**src/include/timer_ch345_pkg.sv**
```systemverilog
package timer_ch345_pkg;

   ////////////////////////////////////////////////////////////////////////////
   // Register indices; byte address is four times the index
   localparam logic [31:0] ENABLE_LOW_IDX = 32'hffff8204;
   localparam logic [31:0] STATUS_LOW_IDX = 32'hffff8205;
   localparam logic [31:0] CC_MODE_IDX = 32'hffff8280;

   ////////////////////////////////////////////////////////////////////////////
   // Widths and reset values
   localparam int REG_W = 8;
   localparam int CNT_W = 16;
   localparam int CH4_CC_N = 4;
   localparam int CH5_CC_N = 2;
   localparam int MODE_W = 6;
   localparam logic [REG_W-1:0] ENABLE_RESET = 8'h00;
   localparam logic [REG_W-1:0] STATUS_RESET = 8'h00;
   localparam logic [MODE_W-1:0] MODE_RESET = 6'h00;

   ////////////////////////////////////////////////////////////////////////////
   // Bit positions shared by enable and status registers
   localparam int CH4_WRAP_BIT = 7;
   localparam int CH4_CC_D_BIT = 6;
   localparam int CH4_CC_C_BIT = 5;
   localparam int CH4_CC_B_BIT = 4;
   localparam int CH4_CC_A_BIT = 3;
   localparam int CH5_WRAP_BIT = 2;
   localparam int CH5_CC_B_BIT = 1;
   localparam int CH5_CC_A_BIT = 0;

   // Mode register: 1 = input capture, 0 = output compare
   localparam int MODE_CH4_LSB = 0;
   localparam int MODE_CH5_LSB = 4;

endpackage

```
**src/hdl/cc_event_unit.sv**
```systemverilog
`timescale 1ns/1ps
module cc_event_unit
   import timer_ch345_pkg::*;
#(
   parameter int CC_N = 4,
   parameter int W = 16
)
(
   input wire logic pclk,
   input wire logic presetn,
   input wire logic [W-1:0] count,
   input wire logic [CC_N*W-1:0] cc_value,
   input wire logic [CC_N-1:0] capture_mode,
   input wire logic [CC_N-1:0] capture_strobe,
   output logic wrap_evt,
   output logic [CC_N-1:0] cc_evt
);

   typedef struct packed {
      logic [W-1:0] cnt_prev;
      logic [CC_N-1:0] match_prev;
      logic wrap_evt;
      logic [CC_N-1:0] cc_evt;
   } evt_state_s;

   evt_state_s state_reg;
   evt_state_s state_next;
   logic [CC_N-1:0] match;
   logic [CC_N-1:0] hit;

   ////////////////////////////////////////////////////////////////////////////
   genvar i;
   generate
      for (i = 0; i < CC_N; i++)
      begin : g_cc
         // Compare only in compare mode
         assign match[i] = ~capture_mode[i] && (count == cc_value[i*W +: W]);
         // Edge of the match, so a held equality sets the flag once
         assign hit[i] = (capture_mode[i] & capture_strobe[i])
            | (match[i] & ~state_reg.match_prev[i]);
      end
   endgenerate

   always_comb
   begin
      state_next = state_reg;
      state_next.cnt_prev = count;
      state_next.match_prev = match;
      state_next.wrap_evt = (state_reg.cnt_prev == {W{1'b1}}) && (count == {W{1'b0}});
      state_next.cc_evt = hit;
   end

   always_ff @(posedge pclk or negedge presetn)
   begin
      if (!presetn)
         state_reg <= '0;
      else
         state_reg <= state_next;
   end

   assign wrap_evt = state_reg.wrap_evt;
   assign cc_evt = state_reg.cc_evt;

endmodule

```
**src/hdl/timer_ch345_irq_flags.sv**
```systemverilog
// What this block does
// - Enable bit 7 gates the channel 4 overflow request.
// - Enable bit 6 gates the channel 4 compare D request.
// - Enable bit 5 gates the channel 4 compare C request.
// - Enable bit 4 gates the channel 4 compare B request.
// - Enable bit 3 gates the channel 4 compare A request.
// - Enable bit 2 gates the channel 5 overflow request.
// - Enable bit 1 gates the channel 5 compare B request.
// - Enable bit 0 gates the channel 5 compare A request.
// - All enable bits read zero after reset.
// - Writing zero clears a flag and writing one does nothing.
// - A zero clears a flag only after that flag was read as one.
// - The overflow flag sets when the counter wraps from all ones to zero.
// - In capture mode the flag sets when a capture strobe loads the register.
// - In compare mode the flag sets when counter and register become equal.
//
// Design decision made here: register access over APB.
`timescale 1ns/1ps
module timer_ch345_irq_flags
   import timer_ch345_pkg::*;
(
   input wire logic pclk,
   input wire logic presetn,
   input wire logic psel,
   input wire logic penable,
   input wire logic pwrite,
   input wire logic [31:0] paddr,
   input wire logic [31:0] pwdata,
   output logic [31:0] prdata,
   output logic pready,
   output logic pslverr,
   input wire logic [CNT_W-1:0] ch4_counter,
   input wire logic [CH4_CC_N*CNT_W-1:0] ch4_cc_value,
   input wire logic [CH4_CC_N-1:0] ch4_capture_strobe,
   input wire logic [CNT_W-1:0] ch5_counter,
   input wire logic [CH5_CC_N*CNT_W-1:0] ch5_cc_value,
   input wire logic [CH5_CC_N-1:0] ch5_capture_strobe,
   output logic ch4_wrap_irq,
   output logic ch4_cc_d_irq,
   output logic ch4_cc_c_irq,
   output logic ch4_cc_b_irq,
   output logic ch4_cc_a_irq,
   output logic ch5_wrap_irq,
   output logic ch5_cc_b_irq,
   output logic ch5_cc_a_irq,
   output logic irq
);

   typedef struct packed {
      logic [REG_W-1:0] enable;
      logic [MODE_W-1:0] mode;
      logic [31:0] prdata;
      logic pready;
      logic pslverr;
      logic [REG_W-1:0] req;
      logic irq;
   } top_state_s;

   top_state_s state_reg;
   top_state_s state_next;

   logic setup;
   logic done;
   logic hit_en;
   logic hit_st;
   logic hit_md;
   logic rd_done;
   logic wr_st_done;
   logic ch4_wrap_evt;
   logic [CH4_CC_N-1:0] ch4_cc_evt;
   logic ch5_wrap_evt;
   logic [CH5_CC_N-1:0] ch5_cc_evt;
   logic [REG_W-1:0] set_evt;
   logic [REG_W-1:0] flags;

   ////////////////////////////////////////////////////////////////////////////
   // Event sources, one unit per channel
   cc_event_unit #(
      .CC_N(CH4_CC_N),
      .W(CNT_W)
   ) u_ch4_events (
      .pclk(pclk),
      .presetn(presetn),
      .count(ch4_counter),
      .cc_value(ch4_cc_value),
      .capture_mode(state_reg.mode[MODE_CH4_LSB +: CH4_CC_N]),
      .capture_strobe(ch4_capture_strobe),
      .wrap_evt(ch4_wrap_evt),
      .cc_evt(ch4_cc_evt)
   );

   cc_event_unit #(
      .CC_N(CH5_CC_N),
      .W(CNT_W)
   ) u_ch5_events (
      .pclk(pclk),
      .presetn(presetn),
      .count(ch5_counter),
      .cc_value(ch5_cc_value),
      .capture_mode(state_reg.mode[MODE_CH5_LSB +: CH5_CC_N]),
      .capture_strobe(ch5_capture_strobe),
      .wrap_evt(ch5_wrap_evt),
      .cc_evt(ch5_cc_evt)
   );

   ////////////////////////////////////////////////////////////////////////////
   // Status layout: overflow on top, compare A lowest
   always_comb
   begin
      set_evt = '0;
      set_evt[CH4_WRAP_BIT] = ch4_wrap_evt;
      set_evt[CH4_CC_D_BIT] = ch4_cc_evt[3];
      set_evt[CH4_CC_C_BIT] = ch4_cc_evt[2];
      set_evt[CH4_CC_B_BIT] = ch4_cc_evt[1];
      set_evt[CH4_CC_A_BIT] = ch4_cc_evt[0];
      set_evt[CH5_WRAP_BIT] = ch5_wrap_evt;
      set_evt[CH5_CC_B_BIT] = ch5_cc_evt[1];
      set_evt[CH5_CC_A_BIT] = ch5_cc_evt[0];
   end

   ////////////////////////////////////////////////////////////////////////////
   // APB decode; address is held through the access phase
   assign setup = psel & ~penable;
   assign done = psel & penable & state_reg.pready;
   assign hit_en = (paddr[31:2] == ENABLE_LOW_IDX[29:0]);
   assign hit_st = (paddr[31:2] == STATUS_LOW_IDX[29:0]);
   assign hit_md = (paddr[31:2] == CC_MODE_IDX[29:0]);
   assign rd_done = done & ~pwrite & hit_st;
   assign wr_st_done = done & pwrite & hit_st;

   // Arms only bits the master actually saw as one
   wc_flag_bank #(
      .W(REG_W)
   ) u_flags (
      .pclk(pclk),
      .presetn(presetn),
      .set_evt(set_evt),
      .rd_done(rd_done),
      .rd_bits(state_reg.prdata[REG_W-1:0]),
      .wr_done(wr_st_done),
      .wr_bits(pwdata[REG_W-1:0]),
      .flags(flags)
   );

   ////////////////////////////////////////////////////////////////////////////
   always_comb
   begin
      state_next = state_reg;

      // One wait-free access: ready rises in the access phase
      state_next.pready = setup;
      state_next.pslverr = setup & ~(hit_en | hit_st | hit_md);

      // Read data snapshot at setup so it is stable when sampled
      if (setup & ~pwrite)
      begin
         state_next.prdata = '0;
         if (hit_en)
            state_next.prdata[REG_W-1:0] = state_reg.enable;
         else if (hit_st)
            state_next.prdata[REG_W-1:0] = flags;
         else if (hit_md)
            state_next.prdata[MODE_W-1:0] = state_reg.mode;
      end

      if (done & pwrite & hit_en)
         state_next.enable = pwdata[REG_W-1:0];
      if (done & pwrite & hit_md)
         state_next.mode = pwdata[MODE_W-1:0];

      // Requests follow flag and enable, one cycle later
      state_next.req = flags & state_reg.enable;
      state_next.irq = |(flags & state_reg.enable);
   end

   always_ff @(posedge pclk or negedge presetn)
   begin
      if (!presetn)
      begin
         state_reg <= '0;
         state_reg.enable <= ENABLE_RESET;
         state_reg.mode <= MODE_RESET;
      end
      else
         state_reg <= state_next;
   end

   ////////////////////////////////////////////////////////////////////////////
   assign prdata = state_reg.prdata;
   assign pready = state_reg.pready;
   assign pslverr = state_reg.pslverr;
   assign ch4_wrap_irq = state_reg.req[CH4_WRAP_BIT];
   assign ch4_cc_d_irq = state_reg.req[CH4_CC_D_BIT];
   assign ch4_cc_c_irq = state_reg.req[CH4_CC_C_BIT];
   assign ch4_cc_b_irq = state_reg.req[CH4_CC_B_BIT];
   assign ch4_cc_a_irq = state_reg.req[CH4_CC_A_BIT];
   assign ch5_wrap_irq = state_reg.req[CH5_WRAP_BIT];
   assign ch5_cc_b_irq = state_reg.req[CH5_CC_B_BIT];
   assign ch5_cc_a_irq = state_reg.req[CH5_CC_A_BIT];
   assign irq = state_reg.irq;

endmodule

```
**src/hdl/wc_flag_bank.sv**
```systemverilog
`timescale 1ns/1ps
module wc_flag_bank
   import timer_ch345_pkg::*;
#(
   parameter int W = 8
)
(
   input wire logic pclk,
   input wire logic presetn,
   input wire logic [W-1:0] set_evt,
   input wire logic rd_done,
   input wire logic [W-1:0] rd_bits,
   input wire logic wr_done,
   input wire logic [W-1:0] wr_bits,
   output logic [W-1:0] flags
);

   typedef struct packed {
      logic [W-1:0] flags;
      logic [W-1:0] armed;
   } flag_state_s;

   flag_state_s state_reg;
   flag_state_s state_next;
   logic [W-1:0] clr;

   ////////////////////////////////////////////////////////////////////////////
   always_comb
   begin
      state_next = state_reg;
      clr = '0;
      // A zero clears only a bit that was last read as one
      if (wr_done)
         clr = state_reg.armed & ~wr_bits;
      // Any status write uses up the earlier read
      if (wr_done)
         state_next.armed = '0;
      else if (rd_done)
         state_next.armed = state_reg.armed | rd_bits;
      // Set wins so a coincident event is never lost
      state_next.flags = (state_reg.flags & ~clr) | set_evt;
   end

   always_ff @(posedge pclk or negedge presetn)
   begin
      if (!presetn)
         state_reg <= '0;
      else
         state_reg <= state_next;
   end

   assign flags = state_reg.flags;

endmodule

```
**config.mk**
```make
export PLATFORM = sky130hd
export DESIGN_NAME = timer_ch345_irq_flags
export DESIGN_NICKNAME = d
export VERILOG_FILES = /design/src/include/timer_ch345_pkg.sv /design/src/hdl/cc_event_unit.sv /design/src/hdl/timer_ch345_irq_flags.sv /design/src/hdl/wc_flag_bank.sv
export SDC_FILE = /design/constraint.sdc
export NUM_CORES = 1
export LEC_CHECK = 0
export BUFFER_PORTS_ARGS = -buffer_cell sky130_fd_sc_hd__buf_2
export CAP_MARGIN = 30
export CORE_ASPECT_RATIO = 1.75
export CORE_UTILIZATION = 40
export CTS_CLUSTER_SIZE = 24
export DETAILED_ROUTE_END_ITERATION = 7
export PLACE_DENSITY = 0.74
export SYNTH_ARGS = -nofsm -noshare
export SYNTH_HDL_FRONTEND = slang
export SYNTH_HIERARCHICAL = 1
export SYNTH_SLANG_ARGS = --single-unit
```
**constraint.sdc**
```tcl
create_clock -name pclk -period 1.6 [get_ports pclk]
set_input_delay 0.08 -clock pclk [delete_from_list [all_inputs] [get_ports pclk]]
set_output_delay 0.08 -clock pclk [all_outputs]
set_load 0.1 [all_outputs]
```
# Word-level counts from Yosys, hierarchy flattened

Cells that the tools add are included.

Output and inout port bits: 43
Input bits: 203
Register bits: 95
Word-level logic and storage cells: 100

Reductions and logical operators: 12
Mux-type cells: 7
Bitwise gates (word level): 53
Eq/ne operators: 11

Operators by type and width:

| operator                              | count |
|---|---|
| 16-bit == test                        | 6 |
| 30-bit == test, second input constant | 3 |
| 16-bit == test, second input constant | 2 |
| 16-bit zero test                      | 2 |
| 8-bit 2-to-1 mux                      | 4 |
| 8-bit AND                             | 3 |
| 1-bit AND                             | 23 |
| 8-bit NOT                             | 2 |
| 8-bit OR                              | 2 |
| 1-bit NOT                             | 15 |
| 6-bit 2-to-1 mux                      | 2 |
| 1-bit logical AND                     | 8 |
| 1-bit OR                              | 8 |
| 8-bit OR reduction                    | 1 |
| 2-bit 2-to-1 mux                      | 1 |
| 2-bit nonzero test                    | 1 |

# Longest topological paths before layout

Word-level depth: 8
Depth in mapped cells: 8
Mapped depth without buffers: 6

# Hierarchy

The synthesis kept the hierarchy.

By module, submodules not included:

| module                        | instances | area an instance (um2) | seq. area each (um2) | cells an instance |
|---|---|---|---|---|
| timer_ch345_irq_flags         | 1         | 1,785.5                | 825.8                | 158 |
| cc_event_unit at u_ch4_events | 1         | 1,587.8                | 625.6                | 164 |
| cc_event_unit at u_ch5_events | 1         | 1,026.0                | 525.5                | 90 |
| wc_flag_bank                  | 1         | 683.2                  | 400.4                | 65 |

# Least setup slack after synthesis

OpenSTA, ideal clock, no wires.

Path kind: flip-flop to flip-flop
From: register state_reg, in the netlist pready
To: register u_flags.state_reg, in the netlist u_flags/flags[6]
Period minus slack after synthesis: 2,115 ps
Path slack: -515 ps
Required time: 1,482 ps
Buffers on the path: 1
Setup time: 118 ps
Arrival time: 1,997 ps
Stages on the path, launching flop included: 6
Cell sequence: dfrtp_1 > and4_1 > nor4b_1 > buf_6 > nand3b_1 > a21o_1

RTL lines:

| element                | line                         | text |
|---|---|---|
| start, declared        | timer_ch345_irq_flags.sv:59  | `top_state_s state_reg;` |
| start signal, assigned | timer_ch345_irq_flags.sv:185 | `state_reg <= state_next;` |
| end signal, assigned   | wc_flag_bank.sv:49           | `state_reg <= state_next;` |
| end, declared          | wc_flag_bank.sv:23           | `flag_state_s state_reg;` |

# Final worst setup path

From: input ch5_counter[6]
To: register u_ch5_events.state_reg, in the netlist u_ch5_events/cc_evt[1]

Cells in the longest elaborated chain, start to end: 4

Ends and longest elaborated chain:

| element                       | line                        | text |
|---|---|---|
| start, declared               | timer_ch345_irq_flags.sv:35 | `input wire logic [CNT_W-1:0] ch5_counter,` |
| 16-bit == test                | cc_event_unit.sv:37         | `assign match[i] = ~capture_mode[i] && (count == cc_value[i*W +: W]);` |
| 1-bit logical AND             | cc_event_unit.sv:37         |  |
| 1-bit AND                     | cc_event_unit.sv:40         | `\| (match[i] & ~state_reg.match_prev[i]);` |
| 1-bit OR                      | cc_event_unit.sv:40         |  |
| named net u_ch5_events.hit[1] | cc_event_unit.sv:29         | `logic [CC_N-1:0] hit;` |
| end signal, assigned          | cc_event_unit.sv:58         | `state_reg <= state_next;` |
| end, declared                 | cc_event_unit.sv:26         | `evt_state_s state_reg;` |

The timed path passes the listed nets, and every way through them passes these cells.
A chain may end at the register's enable or synchronous reset.

==> flow_metrics.py <==
metrics = {
    "outcome": {
        "status": "finished, final reports clean",
    },
    "worst_setup_path": {
        "worstSetupPathType": "in -> reg",
        "timing.rr.end": "irq",
        "r2r_slack_ns": 0.03,
        "cp_cell_sequence": "dlygate4sd3_1, buf_2, xnor2_2, nand2_1, or4_4, o31ai_4",
        "required_ns": 1.85,
        "crit_arrival_ns": 1.82,
        "cp-start-kind": "primary input",
        "reg2regPathDepth": 3,
        "crit_fanout": 4,
        "slowest_delay_ns": 0.55,
        "crit_path_end_kind": "flop",
        "cp_slowest_cell": "or4_4",
        "r2r_start": "state_reg[51]",
    },
    "floorplan": {
        "ios": 246,
        "initial_utilization_pct": 40.9,
        "fp.dieH_um": 151,
        "die_area_mm2": 0.0132,
        "row_count": 54,
        "coreArea_mm2": 0.0124,
        "die_x_um": 87.2,
    },
    "min_path": {
        "holdPathEnd": "state_reg[55]",
        "hold_path_startpoint": "pwdata[6]",
        "hold_path_depth": 2,
        "holdCritPathClass": "in -> reg",
    },
    "global_routing": {
        "grt_pass1_wl_mm": 22.3,
        "antenna_found_initial": 0,
        "overflow": 0,
        "grt_max_degree": 41,
        "grt_pass1_vias": 4659,
        "grt_usage_pct": 22.8,
    },
    "synth": {
        "ys_types": 47,
        "synth_edf_count": 0,
        "syn-instance-count": 477,
        "async_flop_share_pct": 100,
        "synthFlopType": "dfrtp_1",
        "yosysTopAreaCellShare_pct": 46.8,
        "synth_area_leaders": "dfrtp_1, xor2_1, buf_4",
        "syn_area_per_cell_um2": 10.7,
        "ys_warn_count": 6,
        "ys_seq_area_share_pct": 46.8,
        "ys_ff_latch": 95,
        "synth_top_area_cell": "dfrtp_1",
        "netlist_area_mm2": 0.00508,
    },
    "drt": {
        "avgViaCountPerCell": 5.02,
        "drt-initial-drc-count": 170,
        "first_pass_iters": 4,
        "ant_nets": 0,
        "vias": 4400,
        "routed_wl_mm": 14.5,
        "drc": 0,
        "post_drt_wl_per_cell_um": 16.6,
    },
    "timing": {
        "fin_skew_ns": 0.00563,
        "tightestPinTransition_ns": 0.713,
        "hold_viol_final": 0,
        "rsz0062_at_grt": "true",
        "layout_min_cycle_time_ns": 1.57,
        "slew_violations": 0,
        "relSlewSlack_pct": 52.5,
        "setup_viol": 0,
        "min_period_over_period_pct": 98.2,
        "timing.fmax_mhz": 636,
    },
    "placed_design": {
        "gp_congestion": 0.878,
        "post-dp-hpwl_mm": 11.3,
        "post_dp_cell_area_mm2": 0.00613,
        "port_buffers": 195,
    },
    "clocking": {
        "cts_buffers": 9,
        "cts_buffer_depth": 2,
        "cts_root_buf": "clkbuf_16",
        "post_cts_buffers": 0,
        "clock_sinks": 95,
        "cts_tree": "yes",
        "h-tree-depth": 3,
        "clk_pin_slew_ns": 0.07,
        "clkLatencyLatePin_ns": 0.34,
    },
    "power_and_ir_drop": {
        "p_leak_nw": 3.36,
        "ir_worst_vdd_mv": 0.520,
        "p_per_area_mw_per_mm2": 826,
        "finalPower_mw": 5.68,
    },
    "finish": {
        "area_growth_pct": 35.4,
        "layout_common_cells": "buf_2, dfrtp_1, xor2_1, dlygate4sd3_1, xnor2_1",
        "antenna_cells": 0,
        "stdcell_area_mm2": 0.00688,
        "drive_gt1_share_pct": 38.9,
        "final_common_cell": "buf_2",
        "largest_reg_flops": 20,
        "fin_nets": 907,
    },
    "flow_run": {
        "max_cap_violations": 0,
    },
}
## cell families (layout without fill, tap and decap cells)
family / after synthesis / count (layout) / synth area share (%)
flip-flops: 95 / 95 / 46.8
AND/OR/NAND/NOR: 144 / 144 / 17.0
AO/OA/AOI/OAI: 61 / 61 / 9.06
XOR/XNOR: 78 / 78 / 13.4
other: 1 / 24 / 0.0738
multiplexers: 16 / 16 / 3.50
buffers and inverters: 82 / 291 / 10.1
## worst max-delay path: cells and delay by family
family	cells	cell delay (ns)
buf+inv	2	0.71
compound gates	1	0.24
xor+xnor	1	0.15
simple gates	2	0.64
## per-layer routing
layer  up-vias  track usage (%)  wire length, um
met5         -                0                0
met4         0             12.8              569
met3        39             3.27              760
met2       223             44.4             8170
met1      2081             22.2             5030
li1       2057                -                -
## how the worst max path moves through the flow
stage | from | end | slack, ns | cells after the start
floorplan | u_flags/flags[2] | irq | -0.01 | 4
global placement | paddr[10] | u_flags/flags[5] | -0.11 | 7
detailed placement | paddr[10] | u_flags/flags[5] | -0.21 | 7
CTS | state_reg[51] | irq | 0.01 | 3
global route | ch5_counter[6] | u_ch5_events/cc_evt[1] | -0.04 | 6
finish | ch5_counter[6] | u_ch5_events/cc_evt[1] | 0.03 | 6
## stage by stage
step | TNS, ns | setup slack [ns] | hold WS (ns) | cells | utilization, %
after global placement | -1.33 | -0.112 | 0.0852 | 821 | 49.3
final | 0 | 0.0282 | 0.0134 | 877 | 55.3
after CTS | 0 | 0.0109 | 0.0104 | 877 | 55.0
after floorplan | -0.00980 | -0.00980 | -0.216 | 500 | -
after global routing | -0.0618 | -0.0447 | 0.0112 | 877 | 55.3
after detailed placement | -3.67 | -0.213 | 0.0940 | 821 | 49.3
## area by class of cell
cell class / instances / area [um^2]
Fill cell: 1138 / 5550
Inverter: 16 / 60.1
Multi-Input combinational cell: 323 / 2330
Tap cell: 168 / 210
Clock buffer: 10 / 229
Clock inverter: 6 / 76.3
Sequential cell: 95 / 2380
Timing Repair Buffer: 259 / 1590
## synthesized netlist by cell type, types with 2 or more instances
master	n
xor2_1	42
nor4b_1	5
nor2b_1	2
o2bb2ai_1	6
buf_2	10
o41ai_1	2
a31oi_2	2
nor2_1	30
buf_4	46
nor4_1	14
nor3_1	5
nor4_4	2
and2_1	9
o21bai_1	3
o21ai_0	6
or4_1	6
nand3b_1	2
mux2_2	14
buf_6	3
nand4b_1	2
inv_1	15
and4_1	2
dfrtp_1	95
or4_4	4
nand2_1	24
clkbuf_1	7
a31oi_1	4
nand4_1	19
o31ai_2	4
nand2b_1	2
nand3_1	11
a21o_1	4
a222oi_1	5
mux2i_1	2
xnor2_1	36
o22ai_1	5
a21oi_1	10
o31ai_1	8
## what timing repair did
action,in CTS,in global routing
hold endpoints to repair,77,0
endpoints found under the setup margin,0,6
gates resized for setup,0,12
hold buffers,40,0
## power by group
part	internal, mW	total, mW	switching, mW
Sequential	2.44	2.46	0.0122
Clock	1.24	2.16	0.921
Combinational	0.402	1.06	0.659
Total	4.09	5.68	1.59
Note: power is estimated with default switching activity, not from simulation.
